## src/core/cam_port_pkg.sv

```systemverilog
// Shared constants, types and helpers for the camera sensor input port.
// Assumes a 25 MHz system clock and an APB master with 32-bit data.
package cam_port_pkg;

  // ----------------------------------------------------------------
  // Widths
  // ----------------------------------------------------------------
  localparam int unsigned DATA_W = 20;
  localparam int unsigned COMP_W = 10;
  localparam int unsigned ADDR_W = 12;
  localparam int unsigned CTRL_W = 8;
  localparam int unsigned CNT_W = 16;

  // ----------------------------------------------------------------
  // Register map (byte addresses) and field positions
  // ----------------------------------------------------------------
  localparam logic [ADDR_W-1:0] CTRL_OFFS = 12'h000;
  localparam logic [ADDR_W-1:0] STATUS_OFFS = 12'h004;
  localparam logic [ADDR_W-1:0] FRAME_CNT_OFFS = 12'h008;
  localparam logic [ADDR_W-1:0] LINE_LEN_OFFS = 12'h00C;
  localparam logic [CTRL_W-1:0] CTRL_RESET = 8'h00;
  localparam int unsigned CTRL_EN_BIT = 0;
  localparam int unsigned CTRL_MODE_LSB = 1;
  localparam int unsigned CTRL_FS_FALL_BIT = 3;
  localparam int unsigned CTRL_LS_LOW_BIT = 4;
  localparam int unsigned CTRL_PCLK_FALL_BIT = 5;
  localparam int unsigned CTRL_FMT_LSB = 6;

  // ----------------------------------------------------------------
  // Timing code layout on a 10-bit component lane
  // ----------------------------------------------------------------
  localparam logic [7:0] CODE_PREAMBLE = 8'hFF;
  localparam logic [7:0] CODE_ZERO = 8'h00;
  localparam int unsigned CODE_ONE_BIT = 9;
  localparam int unsigned CODE_F_BIT = 8;
  localparam int unsigned CODE_V_BIT = 7;
  localparam int unsigned CODE_H_BIT = 6;

  // ----------------------------------------------------------------
  // Enumerations
  // ----------------------------------------------------------------
  typedef enum logic [1:0] {
    MODE_EMBEDDED = 2'b00,
    MODE_GATED = 2'b01,
    MODE_NONGATED = 2'b10
  } mode_e;

  typedef enum logic [1:0] {
    FMT_YCC8 = 2'b00,
    FMT_YCC20 = 2'b01,
    FMT_GENERIC16 = 2'b10,
    FMT_RGB565 = 2'b11
  } fmt_e;

  typedef enum logic [1:0] {
    SEQ_IDLE = 2'b00,
    SEQ_ONE = 2'b01,
    SEQ_TWO = 2'b10,
    SEQ_THREE = 2'b11
  } seq_e;

  typedef enum logic [1:0] {
    TRK_WAIT = 2'b00,
    TRK_FRAME = 2'b01,
    TRK_LINE = 2'b10
  } trk_e;

  // ----------------------------------------------------------------
  // Colour extension helpers
  // ----------------------------------------------------------------
  function automatic logic [9:0] ext8to10(input logic [7:0] c);
    return {c, c[7:6]};
  endfunction

  function automatic logic [5:0] ext5to6(input logic [4:0] c);
    return {c, c[4]};
  endfunction

endpackage

```

## src/core/code_if.sv

```systemverilog
// Carrier between the port and its timing code decoder.
// Assumes both ends run on the same system clock.
`timescale 1ns/100ps
interface code_if;
  logic sample_valid;
  logic [9:0] lane;
  logic strip;
  logic code_hit;
  logic code_f;
  logic code_v;
  logic code_h;

  modport dec (
    input sample_valid, lane,
    output strip, code_hit, code_f, code_v, code_h
  );
  modport host (
    output sample_valid, lane,
    input strip, code_hit, code_f, code_v, code_h
  );
endinterface

```

## src/core/timing_code_decoder.sv

```systemverilog
// Finds the four-word timing codes in the embedded-sync component stream.
// Assumes one lane sample per valid pixel clock, already left-justified.
`timescale 1ns/100ps
module timing_code_decoder
  import cam_port_pkg::*;
(
  input wire logic clock,
  input wire logic sys_rst,
  input wire logic clear,
  code_if.dec cif
);

  seq_e seq_q;
  seq_e seq_d;
  logic pre;
  logic zero;

  // Only the top eight bits are compared so 8-bit and 10-bit lanes share it
  assign pre = cif.lane[9:2] == CODE_PREAMBLE;
  assign zero = cif.lane[9:2] == CODE_ZERO;
  assign cif.code_f = cif.lane[CODE_F_BIT];
  assign cif.code_v = cif.lane[CODE_V_BIT];
  assign cif.code_h = cif.lane[CODE_H_BIT];

  // Code sequence walk; every word that belongs to a code is marked for removal
  always_comb begin
    seq_d = seq_q;
    cif.strip = 1'b0;
    cif.code_hit = 1'b0;
    if (cif.sample_valid) begin
      case (seq_q)
        SEQ_IDLE: begin
          if (pre) begin
            cif.strip = 1'b1;
            seq_d = SEQ_ONE;
          end
        end
        SEQ_ONE: begin
          cif.strip = pre | zero;
          seq_d = zero ? SEQ_TWO : (pre ? SEQ_ONE : SEQ_IDLE);
        end
        SEQ_TWO: begin
          cif.strip = zero;
          seq_d = zero ? SEQ_THREE : SEQ_IDLE;
        end
        SEQ_THREE: begin
          // A broken code word is dropped rather than passed on as a pixel
          cif.strip = 1'b1;
          cif.code_hit = cif.lane[CODE_ONE_BIT];
          seq_d = SEQ_IDLE;
        end
        default: begin
          seq_d = SEQ_IDLE;
        end
      endcase
    end
  end

  // Sequence state
  always_ff @(posedge clock or posedge sys_rst) begin
    if (sys_rst) begin
      seq_q <= SEQ_IDLE;
    end else if (clear) begin
      seq_q <= SEQ_IDLE;
    end else begin
      seq_q <= seq_d;
    end
  end
endmodule

```

## src/core/cam_sensor_port.sv

```systemverilog
// Parallel camera sensor input port with APB control registers.
// Assumes the sensor pins are asynchronous to clock and that the pixel
// clock is slow enough that each level lasts at least two clock periods.
`timescale 1ns/100ps

// Behaviour
// - three modes: embedded, gated, non-gated
// - embedded mode uses only pixel clock
// - decode, strip codes, regenerate frame/line syncs
// - 8-bit embedded: one component per clock
// - wide embedded: two components per clock
// - gated frame starts on frame sync edge
// - gated clocks valid only while line active
// - gated data captured on valid clock edge
// - line sync inactive stops capture until next
// - non-gated ignores line sync, all clocks valid
// - programmable frame, line, clock polarities
// - one-bit extension replicates the MSB
// - two-bit extension replicates two MSBs
// - 8-bit luma/chroma only in embedded mode
// - RGB16 generic or processed with restrictions
// - 16-bit luma/chroma passed as generic data
// - 20-bit luma/chroma only in wide embedded
module cam_sensor_port
  import cam_port_pkg::*;
(
  input wire logic clock,
  input wire logic sys_rst,
  input wire logic psel,
  input wire logic penable,
  input wire logic pwrite,
  input wire logic [ADDR_W-1:0] paddr,
  input wire logic [31:0] pwdata,
  output logic [31:0] prdata,
  output logic pready,
  output logic pslverr,
  input wire logic cam_pixel_clock_in,
  input wire logic cam_frame_sync_in,
  input wire logic cam_line_sync_in,
  input wire logic [DATA_W-1:0] cam_pixel_data_bus,
  output logic [DATA_W-1:0] pix_data,
  output logic pix_valid,
  output logic pix_frame_start,
  output logic pix_line_start,
  output logic pix_line_end,
  output logic frame_sync_out,
  output logic line_sync_out
);

  // ----------------------------------------------------------------
  // Declarations
  // ----------------------------------------------------------------
  logic pclk_s1, pclk_s2, pclk_s3;
  logic fs_s1, fs_s2, fs_s3;
  logic ls_s1, ls_s2;
  logic [DATA_W-1:0] data_s1, data_s2;
  logic [CTRL_W-1:0] ctrl_q;
  logic pready_q, pslverr_q;
  logic [31:0] prdata_q;
  trk_e trk_q;
  logic vblank_q, field_q, ls_act_q;
  logic [CNT_W-1:0] frame_cnt_q, pix_cnt_q, line_len_q;
  logic [DATA_W-1:0] pix_data_q;
  logic pix_valid_q, pix_frame_start_q, pix_line_start_q, pix_line_end_q;
  logic frame_sync_q, line_sync_q;
  mode_e mode;
  fmt_e fmt;
  logic cfg_ok, run, pclk_edge, fs_edge, ls_act, ls_rise, smp;
  logic emb, gated, nongated, sav, eav, frame_ev, line_start_ev, line_end_ev, cap;

  code_if cif ();

  timing_code_decoder u_decoder (
    .clock(clock),
    .sys_rst(sys_rst),
    .clear(!run),
    .cif(cif)
  );

  // ----------------------------------------------------------------
  // Pin synchronisers
  // ----------------------------------------------------------------
  // Two stages before use; the third clock and frame stages only find edges
  always_ff @(posedge clock or posedge sys_rst) begin
    if (sys_rst) begin
      {pclk_s1, pclk_s2, pclk_s3} <= 3'h0;
      {fs_s1, fs_s2, fs_s3} <= 3'h0;
      {ls_s1, ls_s2} <= 2'h0;
      data_s1 <= 20'h00000;
      data_s2 <= 20'h00000;
    end else begin
      {pclk_s1, pclk_s2, pclk_s3} <= {cam_pixel_clock_in, pclk_s1, pclk_s2};
      {fs_s1, fs_s2, fs_s3} <= {cam_frame_sync_in, fs_s1, fs_s2};
      {ls_s1, ls_s2} <= {cam_line_sync_in, ls_s1};
      data_s1 <= cam_pixel_data_bus;
      data_s2 <= data_s1;
    end
  end

  // ----------------------------------------------------------------
  // Configuration decode
  // ----------------------------------------------------------------
  assign mode = mode_e'(ctrl_q[CTRL_MODE_LSB +: 2]);
  assign fmt = fmt_e'(ctrl_q[CTRL_FMT_LSB +: 2]);
  assign emb = mode == MODE_EMBEDDED;
  assign gated = mode == MODE_GATED;
  assign nongated = mode == MODE_NONGATED;
  // luma/chroma 8-bit and 20-bit need embedded sync
  // RGB and generic 16-bit need pin syncs
  assign cfg_ok = emb ? (fmt == FMT_YCC8 || fmt == FMT_YCC20) : ((gated || nongated) &&
                  (fmt == FMT_GENERIC16 || fmt == FMT_RGB565));
  assign run = ctrl_q[CTRL_EN_BIT] && cfg_ok;

  assign pclk_edge = ctrl_q[CTRL_PCLK_FALL_BIT] ? (pclk_s3 && !pclk_s2) : (!pclk_s3 && pclk_s2);
  assign fs_edge = ctrl_q[CTRL_FS_FALL_BIT] ? (fs_s3 && !fs_s2) : (!fs_s3 && fs_s2);
  assign ls_act = ls_s2 ^ ctrl_q[CTRL_LS_LOW_BIT];
  assign ls_rise = ls_act && !ls_act_q;
  assign smp = run && pclk_edge;

  // embedded timing comes from the data alone, via the decoder
  // wide protocol carries codes on the luma lane
  // 8-bit protocol, one component per edge
  assign cif.sample_valid = smp && emb;
  assign cif.lane = (fmt == FMT_YCC8) ? {data_s2[7:0], 2'b00} : data_s2[19:10];
  assign sav = cif.code_hit && !cif.code_h && !cif.code_v;
  assign eav = cif.code_hit && cif.code_h;

  // ----------------------------------------------------------------
  // Frame and line events
  // ----------------------------------------------------------------
  // an active SAV after vertical blanking starts the frame
  // frame sync edge starts each frame
  assign frame_ev = emb ? (sav && vblank_q) : (run && fs_edge);
  // gated line opens on a fresh line sync assertion
  assign line_start_ev = emb ? (sav && trk_q == TRK_FRAME) : (gated && trk_q == TRK_FRAME && ls_rise);
  // line sync dropping ends the line
  assign line_end_ev = emb ? (eav && trk_q == TRK_LINE) : (gated && trk_q == TRK_LINE && !ls_act);

  // non-gated takes every clock once the frame runs
  assign cap = smp && trk_q == TRK_LINE && !frame_ev &&
               ((emb && !cif.strip) || (gated && ls_act) || nongated);

  // Word assembly with colour extension per input format
  // one-bit widening repeats MSB
  function automatic logic [DATA_W-1:0] pixel_word(input fmt_e f, input logic [DATA_W-1:0] d);
    logic [DATA_W-1:0] w;
    w = 20'h00000;
    case (f)
      FMT_YCC8: w = {10'h000, ext8to10(d[7:0])};
      FMT_YCC20: w = d;
      FMT_GENERIC16: w = {4'h0, d[15:0]};
      FMT_RGB565: w = {2'h0, ext5to6(d[15:11]), d[10:5], ext5to6(d[4:0])};
      default: w = d;
    endcase
    return w;
  endfunction

  // ----------------------------------------------------------------
  // Frame and line tracking
  // ----------------------------------------------------------------
  // reset or disable drops to waiting for a frame start
  always_ff @(posedge clock or posedge sys_rst) begin
    if (sys_rst) begin
      trk_q <= TRK_WAIT;
    end else if (!run) begin
      trk_q <= TRK_WAIT;
    end else if (frame_ev) begin
      trk_q <= gated ? TRK_FRAME : TRK_LINE;
    end else begin
      case (trk_q)
        TRK_FRAME: if (line_start_ev) trk_q <= TRK_LINE;
        TRK_LINE: if (line_end_ev) trk_q <= TRK_FRAME;
        default: trk_q <= trk_q;
      endcase
    end
  end

  // Blanking, field and line sync history
  always_ff @(posedge clock or posedge sys_rst) begin
    if (sys_rst) begin
      vblank_q <= 1'b0;
      field_q <= 1'b0;
      ls_act_q <= 1'b0;
    end else begin
      ls_act_q <= ls_act;
      if (!run || frame_ev) begin
        vblank_q <= 1'b0;
      end else if (cif.code_hit && cif.code_v) begin
        vblank_q <= 1'b1;
      end
      if (cif.code_hit) begin
        field_q <= cif.code_f;
      end
    end
  end

  // Frame count and last completed line length
  always_ff @(posedge clock or posedge sys_rst) begin
    if (sys_rst) begin
      frame_cnt_q <= 16'h0000;
      pix_cnt_q <= 16'h0000;
      line_len_q <= 16'h0000;
    end else begin
      if (frame_ev) begin
        frame_cnt_q <= frame_cnt_q + 16'h0001;
      end
      if (line_end_ev) begin
        line_len_q <= pix_cnt_q;
        pix_cnt_q <= 16'h0000;
      end else if (frame_ev || line_start_ev) begin
        pix_cnt_q <= 16'h0000;
      end else if (cap) begin
        pix_cnt_q <= pix_cnt_q + 16'h0001;
      end
    end
  end

  // ----------------------------------------------------------------
  // Pixel stream outputs
  // ----------------------------------------------------------------
  // regenerated syncs and event pulses for downstream logic
  always_ff @(posedge clock or posedge sys_rst) begin
    if (sys_rst) begin
      pix_data_q <= 20'h00000;
      pix_valid_q <= 1'b0;
      pix_frame_start_q <= 1'b0;
      pix_line_start_q <= 1'b0;
      pix_line_end_q <= 1'b0;
      frame_sync_q <= 1'b0;
      line_sync_q <= 1'b0;
    end else begin
      pix_valid_q <= cap;
      if (cap) begin
        pix_data_q <= pixel_word(fmt, data_s2);
      end
      pix_frame_start_q <= frame_ev;
      pix_line_start_q <= line_start_ev || (frame_ev && !gated);
      pix_line_end_q <= line_end_ev;
      frame_sync_q <= trk_q != TRK_WAIT;
      line_sync_q <= trk_q == TRK_LINE;
    end
  end

  assign pix_data = pix_data_q;
  assign pix_valid = pix_valid_q;
  assign pix_frame_start = pix_frame_start_q;
  assign pix_line_start = pix_line_start_q;
  assign pix_line_end = pix_line_end_q;
  assign frame_sync_out = frame_sync_q;
  assign line_sync_out = line_sync_q;

  // ----------------------------------------------------------------
  // APB slave
  // ----------------------------------------------------------------
  function automatic logic reg_hit(input logic [ADDR_W-1:0] a);
    return {a[ADDR_W-1:2], 2'b00} inside {CTRL_OFFS, STATUS_OFFS, FRAME_CNT_OFFS, LINE_LEN_OFFS};
  endfunction

  function automatic logic [31:0] reg_read(input logic [ADDR_W-1:0] a);
    logic [31:0] r;
    r = 32'h00000000;
    case ({a[ADDR_W-1:2], 2'b00})
      CTRL_OFFS: r = {24'h000000, ctrl_q};
      STATUS_OFFS: r = {28'h0000000, field_q, !cfg_ok, trk_q == TRK_LINE, trk_q != TRK_WAIT};
      FRAME_CNT_OFFS: r = {16'h0000, frame_cnt_q};
      LINE_LEN_OFFS: r = {16'h0000, line_len_q};
      default: r = 32'h00000000;
    endcase
    return r;
  endfunction

  // One wait state: ready rises in the second access cycle
  always_ff @(posedge clock or posedge sys_rst) begin
    if (sys_rst) begin
      pready_q <= 1'b0;
      pslverr_q <= 1'b0;
      prdata_q <= 32'h00000000;
    end else begin
      pready_q <= psel && penable && !pready_q;
      pslverr_q <= psel && penable && !pready_q && !reg_hit(paddr);
      if (psel && penable && !pready_q && !pwrite) begin
        prdata_q <= reg_read(paddr);
      end
    end
  end

  // Control writes land on the completing edge only
  always_ff @(posedge clock or posedge sys_rst) begin
    if (sys_rst) begin
      ctrl_q <= CTRL_RESET;
    end else if (psel && penable && pready_q && pwrite &&
                 {paddr[ADDR_W-1:2], 2'b00} == CTRL_OFFS) begin
      ctrl_q <= pwdata[CTRL_W-1:0];
    end
  end

  assign pready = pready_q;
  assign pslverr = pslverr_q;
  assign prdata = prdata_q;
endmodule

```

## config.mk

```make
export PLATFORM = sky130hd
export DESIGN_NAME = cam_sensor_port
export DESIGN_NICKNAME = d
export VERILOG_FILES = /design/src/core/cam_port_pkg.sv /design/src/core/code_if.sv /design/src/core/timing_code_decoder.sv /design/src/core/cam_sensor_port.sv
export SDC_FILE = /design/constraint.sdc
export NUM_CORES = 1
export LEC_CHECK = 0
export BUFFER_PORTS_ARGS = -buffer_cell sky130_fd_sc_hd__clkbuf_2
export CAP_MARGIN = 20
export CORE_MARGIN = 2
export CORE_UTILIZATION = 50
export DETAILED_ROUTE_END_ITERATION = 7
export PLACE_DENSITY = 0.76
export SETUP_SLACK_MARGIN = 0.15
export SYNTH_ARGS = -nofsm -noshare
export SYNTH_HDL_FRONTEND = slang
export SYNTH_SLANG_ARGS = --single-unit
export TNS_END_PERCENT = 5
```

## constraint.sdc

```tcl
create_clock -name clock -period 4.55 [get_ports clock]
set_input_delay 0.2275 -clock clock [delete_from_list [all_inputs] [get_ports clock]]
set_output_delay 0.2275 -clock clock [all_outputs]
set_load 0.02 [all_outputs]
```

==> flow_summary.json, run 1 <==
{
  "status": "finished clean",
  "antenna_found_initial": 0,
  "fin_area_um2": 8250,
  "dr.pass1.iters": 5,
  "num_antenna_cells": 0,
  "post-route-min-period_ns": 3.54,
  "arrival_ns": 3.91,
  "vias": 5210,
  "comb_power_share_pct": 5.0,
  "track_usage_pct": 21.3,
  "clock-sinks": 155,
  "grt_max_degree": 156,
  "area_delta_synth_final_pct": 20.8,
  "avgSynthCellArea_um2": 10.7,
  "fp.dieH_um": 121,
  "io_buffers": 89,
  "drt-total-wl_um": 14700,
  "cp_num_cells": 9,
  "p_sw_share_pct": 22.3,
  "finalPower_uw": 3100,
  "finalSetupViolCount": 0,
  "worstSkewPairLatency_ns": 0.43,
  "slowest_stage": "dfrtp_1",
  "viasPerCell": 5.56,
  "slew_violations": 0,
  "htreeDepth": 4,
  "required_ns": 4.92,
  "grt_pass1_vias": 5113,
  "gp_congestion": 0.833,
  "ys_seq_elements": 155,
  "drive_above_1_share_pct": 21.3,
  "tns_ns": 0,
  "clock.fmax_ghz": 0.282,
  "powerDensity_nw_per_um2": 376,
  "placed_area_um2": 7360,
  "synth-edff-count": 0,
  "critPathTopFamily": "simple AND/OR/NAND/NOR gates",
  "setup_ws_ns": 1.01,
  "max-cap-violations": 0,
  "rr_worst_depth": 9,
  "yosysMostFrequentCell": "dfrtp_1",
  "worst_slew_pin_slew_ns": 0.905,
  "synth_top_cells_by_count": "dfrtp_1 (155), nand2_1 (96), nor2_1 (54)",
  "end_kind": "register",
  "clkTransAtPathRegs_ns": 0.06,
  "ios": 132,
  "intPower_uw": 2410,
  "slew-limit-headroom_pct": 39.5,
  "ctsResizeCount": 0,
  "final-hold-violation-count": 0,
  "rows": 42,
  "holdCritPathClass": "input pin to asynchronous set/reset pin",
  "nFillCells": 1062,
  "nets": 825,
  "vdd.ir_drop.worst_uv": 288,
  "coreArea_um2": 13300,
  "grt_first_pass_wirelength_um": 24300,
  "final_antenna_net_count": 0,
  "critPathMostFrequentCell": "buf_4",
  "synth_cell_types": 62,
  "cts_tree": "yes",
  "yosys.area.top_type_share_pct": 56.8,
  "skew_ns": 0.00821,
  "cts_buffers": 17,
  "start_util_pct": 51.4,
  "critPathKind": "register to register",
  "clock_power_share_pct": 48.6,
  "async_flop_share_pct": 100,
  "synth_area_um2": 6830,
  "synth_seq_area_share_pct": 56.8,
  "place_ws_ns": 1.05,
  "drtIter0Drc": 274,
  "wl_per_cell_um": 15.7,
  "cp-start-kind": "register",
  "switchingPower_uw": 690,
  "syn_inst": 638,
  "dpl.hpwl_um": 9740,
  "die-width_um": 121,
  "crit_fanout": 23,
  "synth_area_leader_cell": "dfrtp_1",
  "slowest_delay_ns": 0.85,
  "clock_path_buffers": 2,
  "p_leak_uw": 0.00399,
  "seqPwrFrac_pct": 46.4,
  "critPathBufInv": 2,
  "overflow": 0,
  "rsz0062_at_grt": "false",
  "finalCritPeriodShare_pct": 77.9,
  "dieArea_um2": 14600,
  "synth_area_leaders": "dfrtp_1 (57%), nand2_1 (5.3%), o21ai_0 (3.5%), nor2_1 (3.0%), mux2_2 (2.1%)",
  "ys.flop_type": "dfrtp_1",
  "drc": 0,
  "ys_warn_count": 0,
  "cts_root_buf": "clkbuf_16",
  "crit_chain": "buf_4 -> nor3b_1 -> o21ai_4 -> nor3_1 -> o21ai_0 -> buf_4 -> nand3b_1 -> or4_1 -> nand2_1"
}
## power groups by stage
stage	clock network, uW	logic [uW]	registers (uW)
2_1_floorplan	0	82.8	1480
3_3_place_gp	0	138	1460
3_5_place_dp	0	141	1460
4_1_cts	1530	158	1440
5_1_grt	1590	174	1440
6_report	1510	156	1440
## cell families after synthesis
logic type | count (synthesis) | synth area share [%]
DFF | 155 | 56.8
buffers and inverters | 58 | 4.56
other | 1 | 0.0549
and+or+nand+nor | 246 | 17.7
adders and majority gates | 5 | 0.916
xor gates and xnor gates | 20 | 2.56
muxes | 30 | 5.26
AOI/OAI and AO/OA | 123 | 12.1
## final timing paths
check	start	end	slack (ns)
worst min-delay path	sys_rst	pclk_s1	0.004
worst min register to register	data_s1[17]	data_s2[17]	0.35
min in group clock	pwdata[2]	ctrl_q[2]	0.02
worst max register to register	ctrl_q[7]	pix_cnt_q[4]	1.01
max in group asynchronous	sys_rst	frame_cnt_q[13]	3.92
worst max-delay path	ctrl_q[7]	pix_cnt_q[4]	1.01
## layout by cell type, fill, tap and decap left out, types with 11 or more instances in the layout
cell type and count:
nand4_1 12, dlygate4sd3_1 23, o21ai_0 48, nand3_1 13, inv_1 15, nor2_1 54, mux2_2 13, nand2_1 96
clkbuf_2 89, xor2_1 11, clkbuf_16 17, conb_1 16, dfrtp_1 155, a21oi_1 24
## routing by layer
metal / part of all wire [%] / routed length (um) / up-vias / global-route usage [%]
met2: 52 / 7700 / 177 / 37.4
met5: 0 / 0 / - / 0
met1: 40 / 5910 / 2568 / 25.4
met4: 1.6 / 232 / 0 / 7.63
li1: - / - / 2439 / -
met3: 5.7 / 830 / 26 / 5.03
## metrics by stage
stage / instances / util, % / hold WS [ns]
after floorplan: 653 / - / 0.259
after global placement: 881 / 55.4 / 0.333
after detailed placement: 881 / 55.4 / 0.336
after CTS: 936 / 61.8 / 0.00547
after global routing: 937 / 62.1 / 0.0340
final: 937 / 62.1 / 0.00356
## flip-flops by register name, summed over array words and instances (netlist names), 2 cells and up
| register | flops |
|---|---|
| prdata | 16 |
| data_s2 | 20 |
| trk_q | 2 |
| u_decoder.seq_q | 2 |
| pix_data | 20 |
| pix_cnt_q | 16 |
| frame_cnt_q | 16 |
| data_s1 | 20 |
| line_len_q | 16 |
| ctrl_q | 8 |
## final cells by class
class / count / area (um2) / share of cell area [%]
Sequential cell: 155 / 3880 / 47.0
Multi-Input combinational cell: 440 / 2700 / 32.8
Timing Repair Buffer: 118 / 753 / 9.13
Clock buffer: 19 / 443 / 5.37
Tap cell: 176 / 220 / 2.67
Clock inverter: 13 / 189 / 2.29
Inverter: 16 / 63.8 / 0.773
## worst min-delay path, cell delays in order
cell and delay, ns:
clkbuf_2 0.10, clkinvlp_4 0.07, buf_12 0.54
## repair_timing
| action | 4_1_cts | 5_1_grt |
|---|---|---|
| hold buffers | 23 | 0 |
| endpoints found under the hold margin | 23 | 0 |
| buffers inserted | 0 | 0 |
Power figures use the tool's default switching activity.
==> run 2, diff against run 1 <==
--- a/config.mk
+++ b/config.mk
@@ -5,12 +5,13 @@
 export SDC_FILE = /design/constraint.sdc
 export NUM_CORES = 1
 export LEC_CHECK = 0
+export ABC_AREA = 1
 export BUFFER_PORTS_ARGS = -buffer_cell sky130_fd_sc_hd__clkbuf_2
 export CAP_MARGIN = 20
 export CORE_MARGIN = 2
-export CORE_UTILIZATION = 50
+export CORE_UTILIZATION = 56
 export DETAILED_ROUTE_END_ITERATION = 7
-export PLACE_DENSITY = 0.76
+export PLACE_DENSITY = 0.8
 export SETUP_SLACK_MARGIN = 0.15
 export SYNTH_ARGS = -nofsm -noshare
 export SYNTH_HDL_FRONTEND = slang
==> constraint.sdc (replaced) <==
create_clock -name clock -period 3.5 [get_ports clock]
set_input_delay 0.175 -clock clock [delete_from_list [all_inputs] [get_ports clock]]
set_output_delay 0.175 -clock clock [all_outputs]
set_load 0.02 [all_outputs]
==> run 2 against run 1 <==
Maximum frequency is 21% higher; die area is 6.3% lower; sequential share of layout area is 1.8 points lower; via count is 12% higher; core utilization is 6.4 points higher; count of clock-buffer cells in the layout is 2 lower; register-to-register slack worse by 0.44 ns; final cell count is 18% higher; clock skew is 0.0048 ns higher; highest routed layer unchanged.
==> flow_summary.json, run 2 <==
{
  "antenna_found_initial": 0,
  "track_usage_pct": 24.7,
  "fp.dieH_um": 117,
  "num_antenna_cells": 0,
  "avgSynthCellArea_um2": 8.91,
  "status": "finished clean",
  "yosysMostFrequentCell": "nand2_1",
  "cts_tree": "yes",
  "grt_first_pass_wirelength_um": 26100,
  "synth_top_cells_by_count": "nand2_1 (195), dfrtp_1 (155), inv_1 (80)",
  "die-width_um": 117,
  "synth_area_um2": 7150,
  "synth-edff-count": 0,
  "grt_pass1_vias": 5376,
  "placed_area_um2": 7660,
  "ys_warn_count": 0,
  "fin_area_um2": 8570,
  "cts_buffers": 17,
  "crit_chain": "inv_1 -> ha_1 -> inv_2 -> nand3_1 -> o21ai_1 -> nand2_1 -> inv_1 -> nand3_1 -> nand2_4 -> inv_2 -> nand3_2 -> buf_4 -> nand2_1 -> o21ai_1",
  "synth_seq_area_share_pct": 54.3,
  "vias": 5816,
  "syn_inst": 802,
  "skew_ns": 0.0130,
  "viasPerCell": 5.27,
  "ff_latch_area_um2": 3880,
  "slew_violations": 0,
  "clock_path_buffers": 2,
  "start_util_pct": 57.1,
  "holdCritPathClass": "input pin to register",
  "crit_fanout": 29,
  "yosys.area.top_type_share_pct": 54.3,
  "async_flop_share_pct": 100,
  "tns_ns": 0,
  "worstSkewPairLatency_ns": 0.43,
  "clock-sinks": 155,
  "fin_cells": 1104,
  "critPathKind": "register to register",
  "p_leak_uw": 0.00436,
  "nets": 996,
  "synth_area_leaders": "dfrtp_1 (54%), nand2_1 (10%), inv_1 (4.2%), nand3_1 (4.1%), nor2_1 (3.5%)",
  "clkTransAtPathRegs_ns": 0.07,
  "arrival_ns": 3.27,
  "drc": 0,
  "multiInputGateArea_um2": 2720,
  "utilization_pct": 68.5,
  "slowest_stage": "dfrtp_1",
  "ctsResizeCount": 0,
  "rows": 41,
  "worst_slew_pin_slew_ns": 0.874,
  "area_delta_synth_final_pct": 20.0,
  "io_buffers": 89,
  "setup_ws_ns": 0.569,
  "synth_area_leader_cell": "dfrtp_1",
  "dp.cells": 1044,
  "cts_root_buf": "clkbuf_16",
  "drtIter0Drc": 606,
  "cp-start-kind": "register",
  "synth_cell_types": 41,
  "mostFrequentLayoutCells": "nand2_1 (195), dfrtp_1 (155), clkbuf_2 (89)",
  "dieArea_um2": 13700,
  "nFillCells": 966,
  "dpl.hpwl_um": 10800,
  "dr.pass1.iters": 5,
  "post-route-min-period_ns": 2.93,
  "max-cap-violations": 0,
  "ios": 132,
  "vdd.ir_drop.worst_uv": 422,
  "powerDensity_nw_per_um2": 446,
  "critPathTopFamily": "simple AND/OR/NAND/NOR gates",
  "drive_above_1_share_pct": 16.7,
  "ys.flop_type": "dfrtp_1",
  "overflow": 0,
  "place_ws_ns": 0.653,
  "final_antenna_net_count": 0,
  "critPathBufInv": 5,
  "wl_per_cell_um": 14.5,
  "grt_max_degree": 81,
  "drt-total-wl_um": 16000,
  "finalCritPeriodShare_pct": 83.8,
  "slowest_delay_ns": 0.39,
  "rsz0062_at_grt": "false",
  "clock.fmax_ghz": 0.341,
  "slew-limit-headroom_pct": 41.5,
  "layout_commonest_cell": "nand2_1",
  "finalSetupViolCount": 0,
  "ys_seq_elements": 155,
  "gp_congestion": 0.945,
  "required_ns": 3.84,
  "coreArea_um2": 12500,
  "end_kind": "register",
  "htreeDepth": 4,
  "final-hold-violation-count": 0
}
[run 2: metal layers]
metal  track usage, %  up-vias  share of wire [%]  wire [um]
met5                0        -                  0          0
met3             5.20       32                5.4        859
met4             9.57        0                2.4        376
met2             39.1      214                 48       7660
met1             33.8     2742                 44       7080
li1                 -     2828                  -          -
[run 2: worst min-delay path: stages]
cell	delay (ns)
clkbuf_2	0.08
nor2_1	0.04
a21oi_1	0.11
[run 2: cell families after synthesis]
logic type / share of synthesized area, %
and+or+nand+nor: 23.5
DFF: 54.3
buffers and inverters: 8.42
AOI/OAI and AO/OA: 9.28
xor gates and xnor gates: 3.19
adders and majority gates: 0.875
muxes: 0.473
other: 0.0525
[run 2: area by class of cell]
cell class,instances,area share (%)
well taps,172,2.51
multi-input cells,534,31.8
repair buffers,125,9.43
clock buffers,17,4.96
clock inverters,15,2.26
inverters,86,3.84
flip-flops and latches,155,45.2
[run 2: path summary, 6_finish.rpt]
check,startpoint,end,slack (ns),cells after the start
max,ctrl_q[1],pix_data[18],0.57,14
min reg2reg,data_s1[7],data_s2[7],0.35,0
min in group asynchronous,sys_rst,pix_data[17],0.16,3
max in group asynchronous,sys_rst,prdata[12],2.46,5
min,pwdata[2],ctrl_q[2],0.02,3
max reg2reg,ctrl_q[1],pix_data[18],0.57,14
[run 2: where the power goes]
| part | switching (uW) | internal [uW] |
|---|---|---|
| logic | 92.6 | 58.8 |
| registers | 16.4 | 1820 |
| clock network | 867 | 973 |
[run 2: timing repair]
action / 4_1_cts / 5_1_grt
hold buffers: 26 / 1
hold endpoints to repair: 71 / 1
buffers inserted: 0 / 0
[run 2: per-stage QoR]
step	total power (uW)	hold slack, ns
floorplan	1960	0.206
global placement	1990	0.283
detailed placement	2000	0.285
CTS	3840	0.00886
global route	3960	0.0271
finish	3830	0.0211
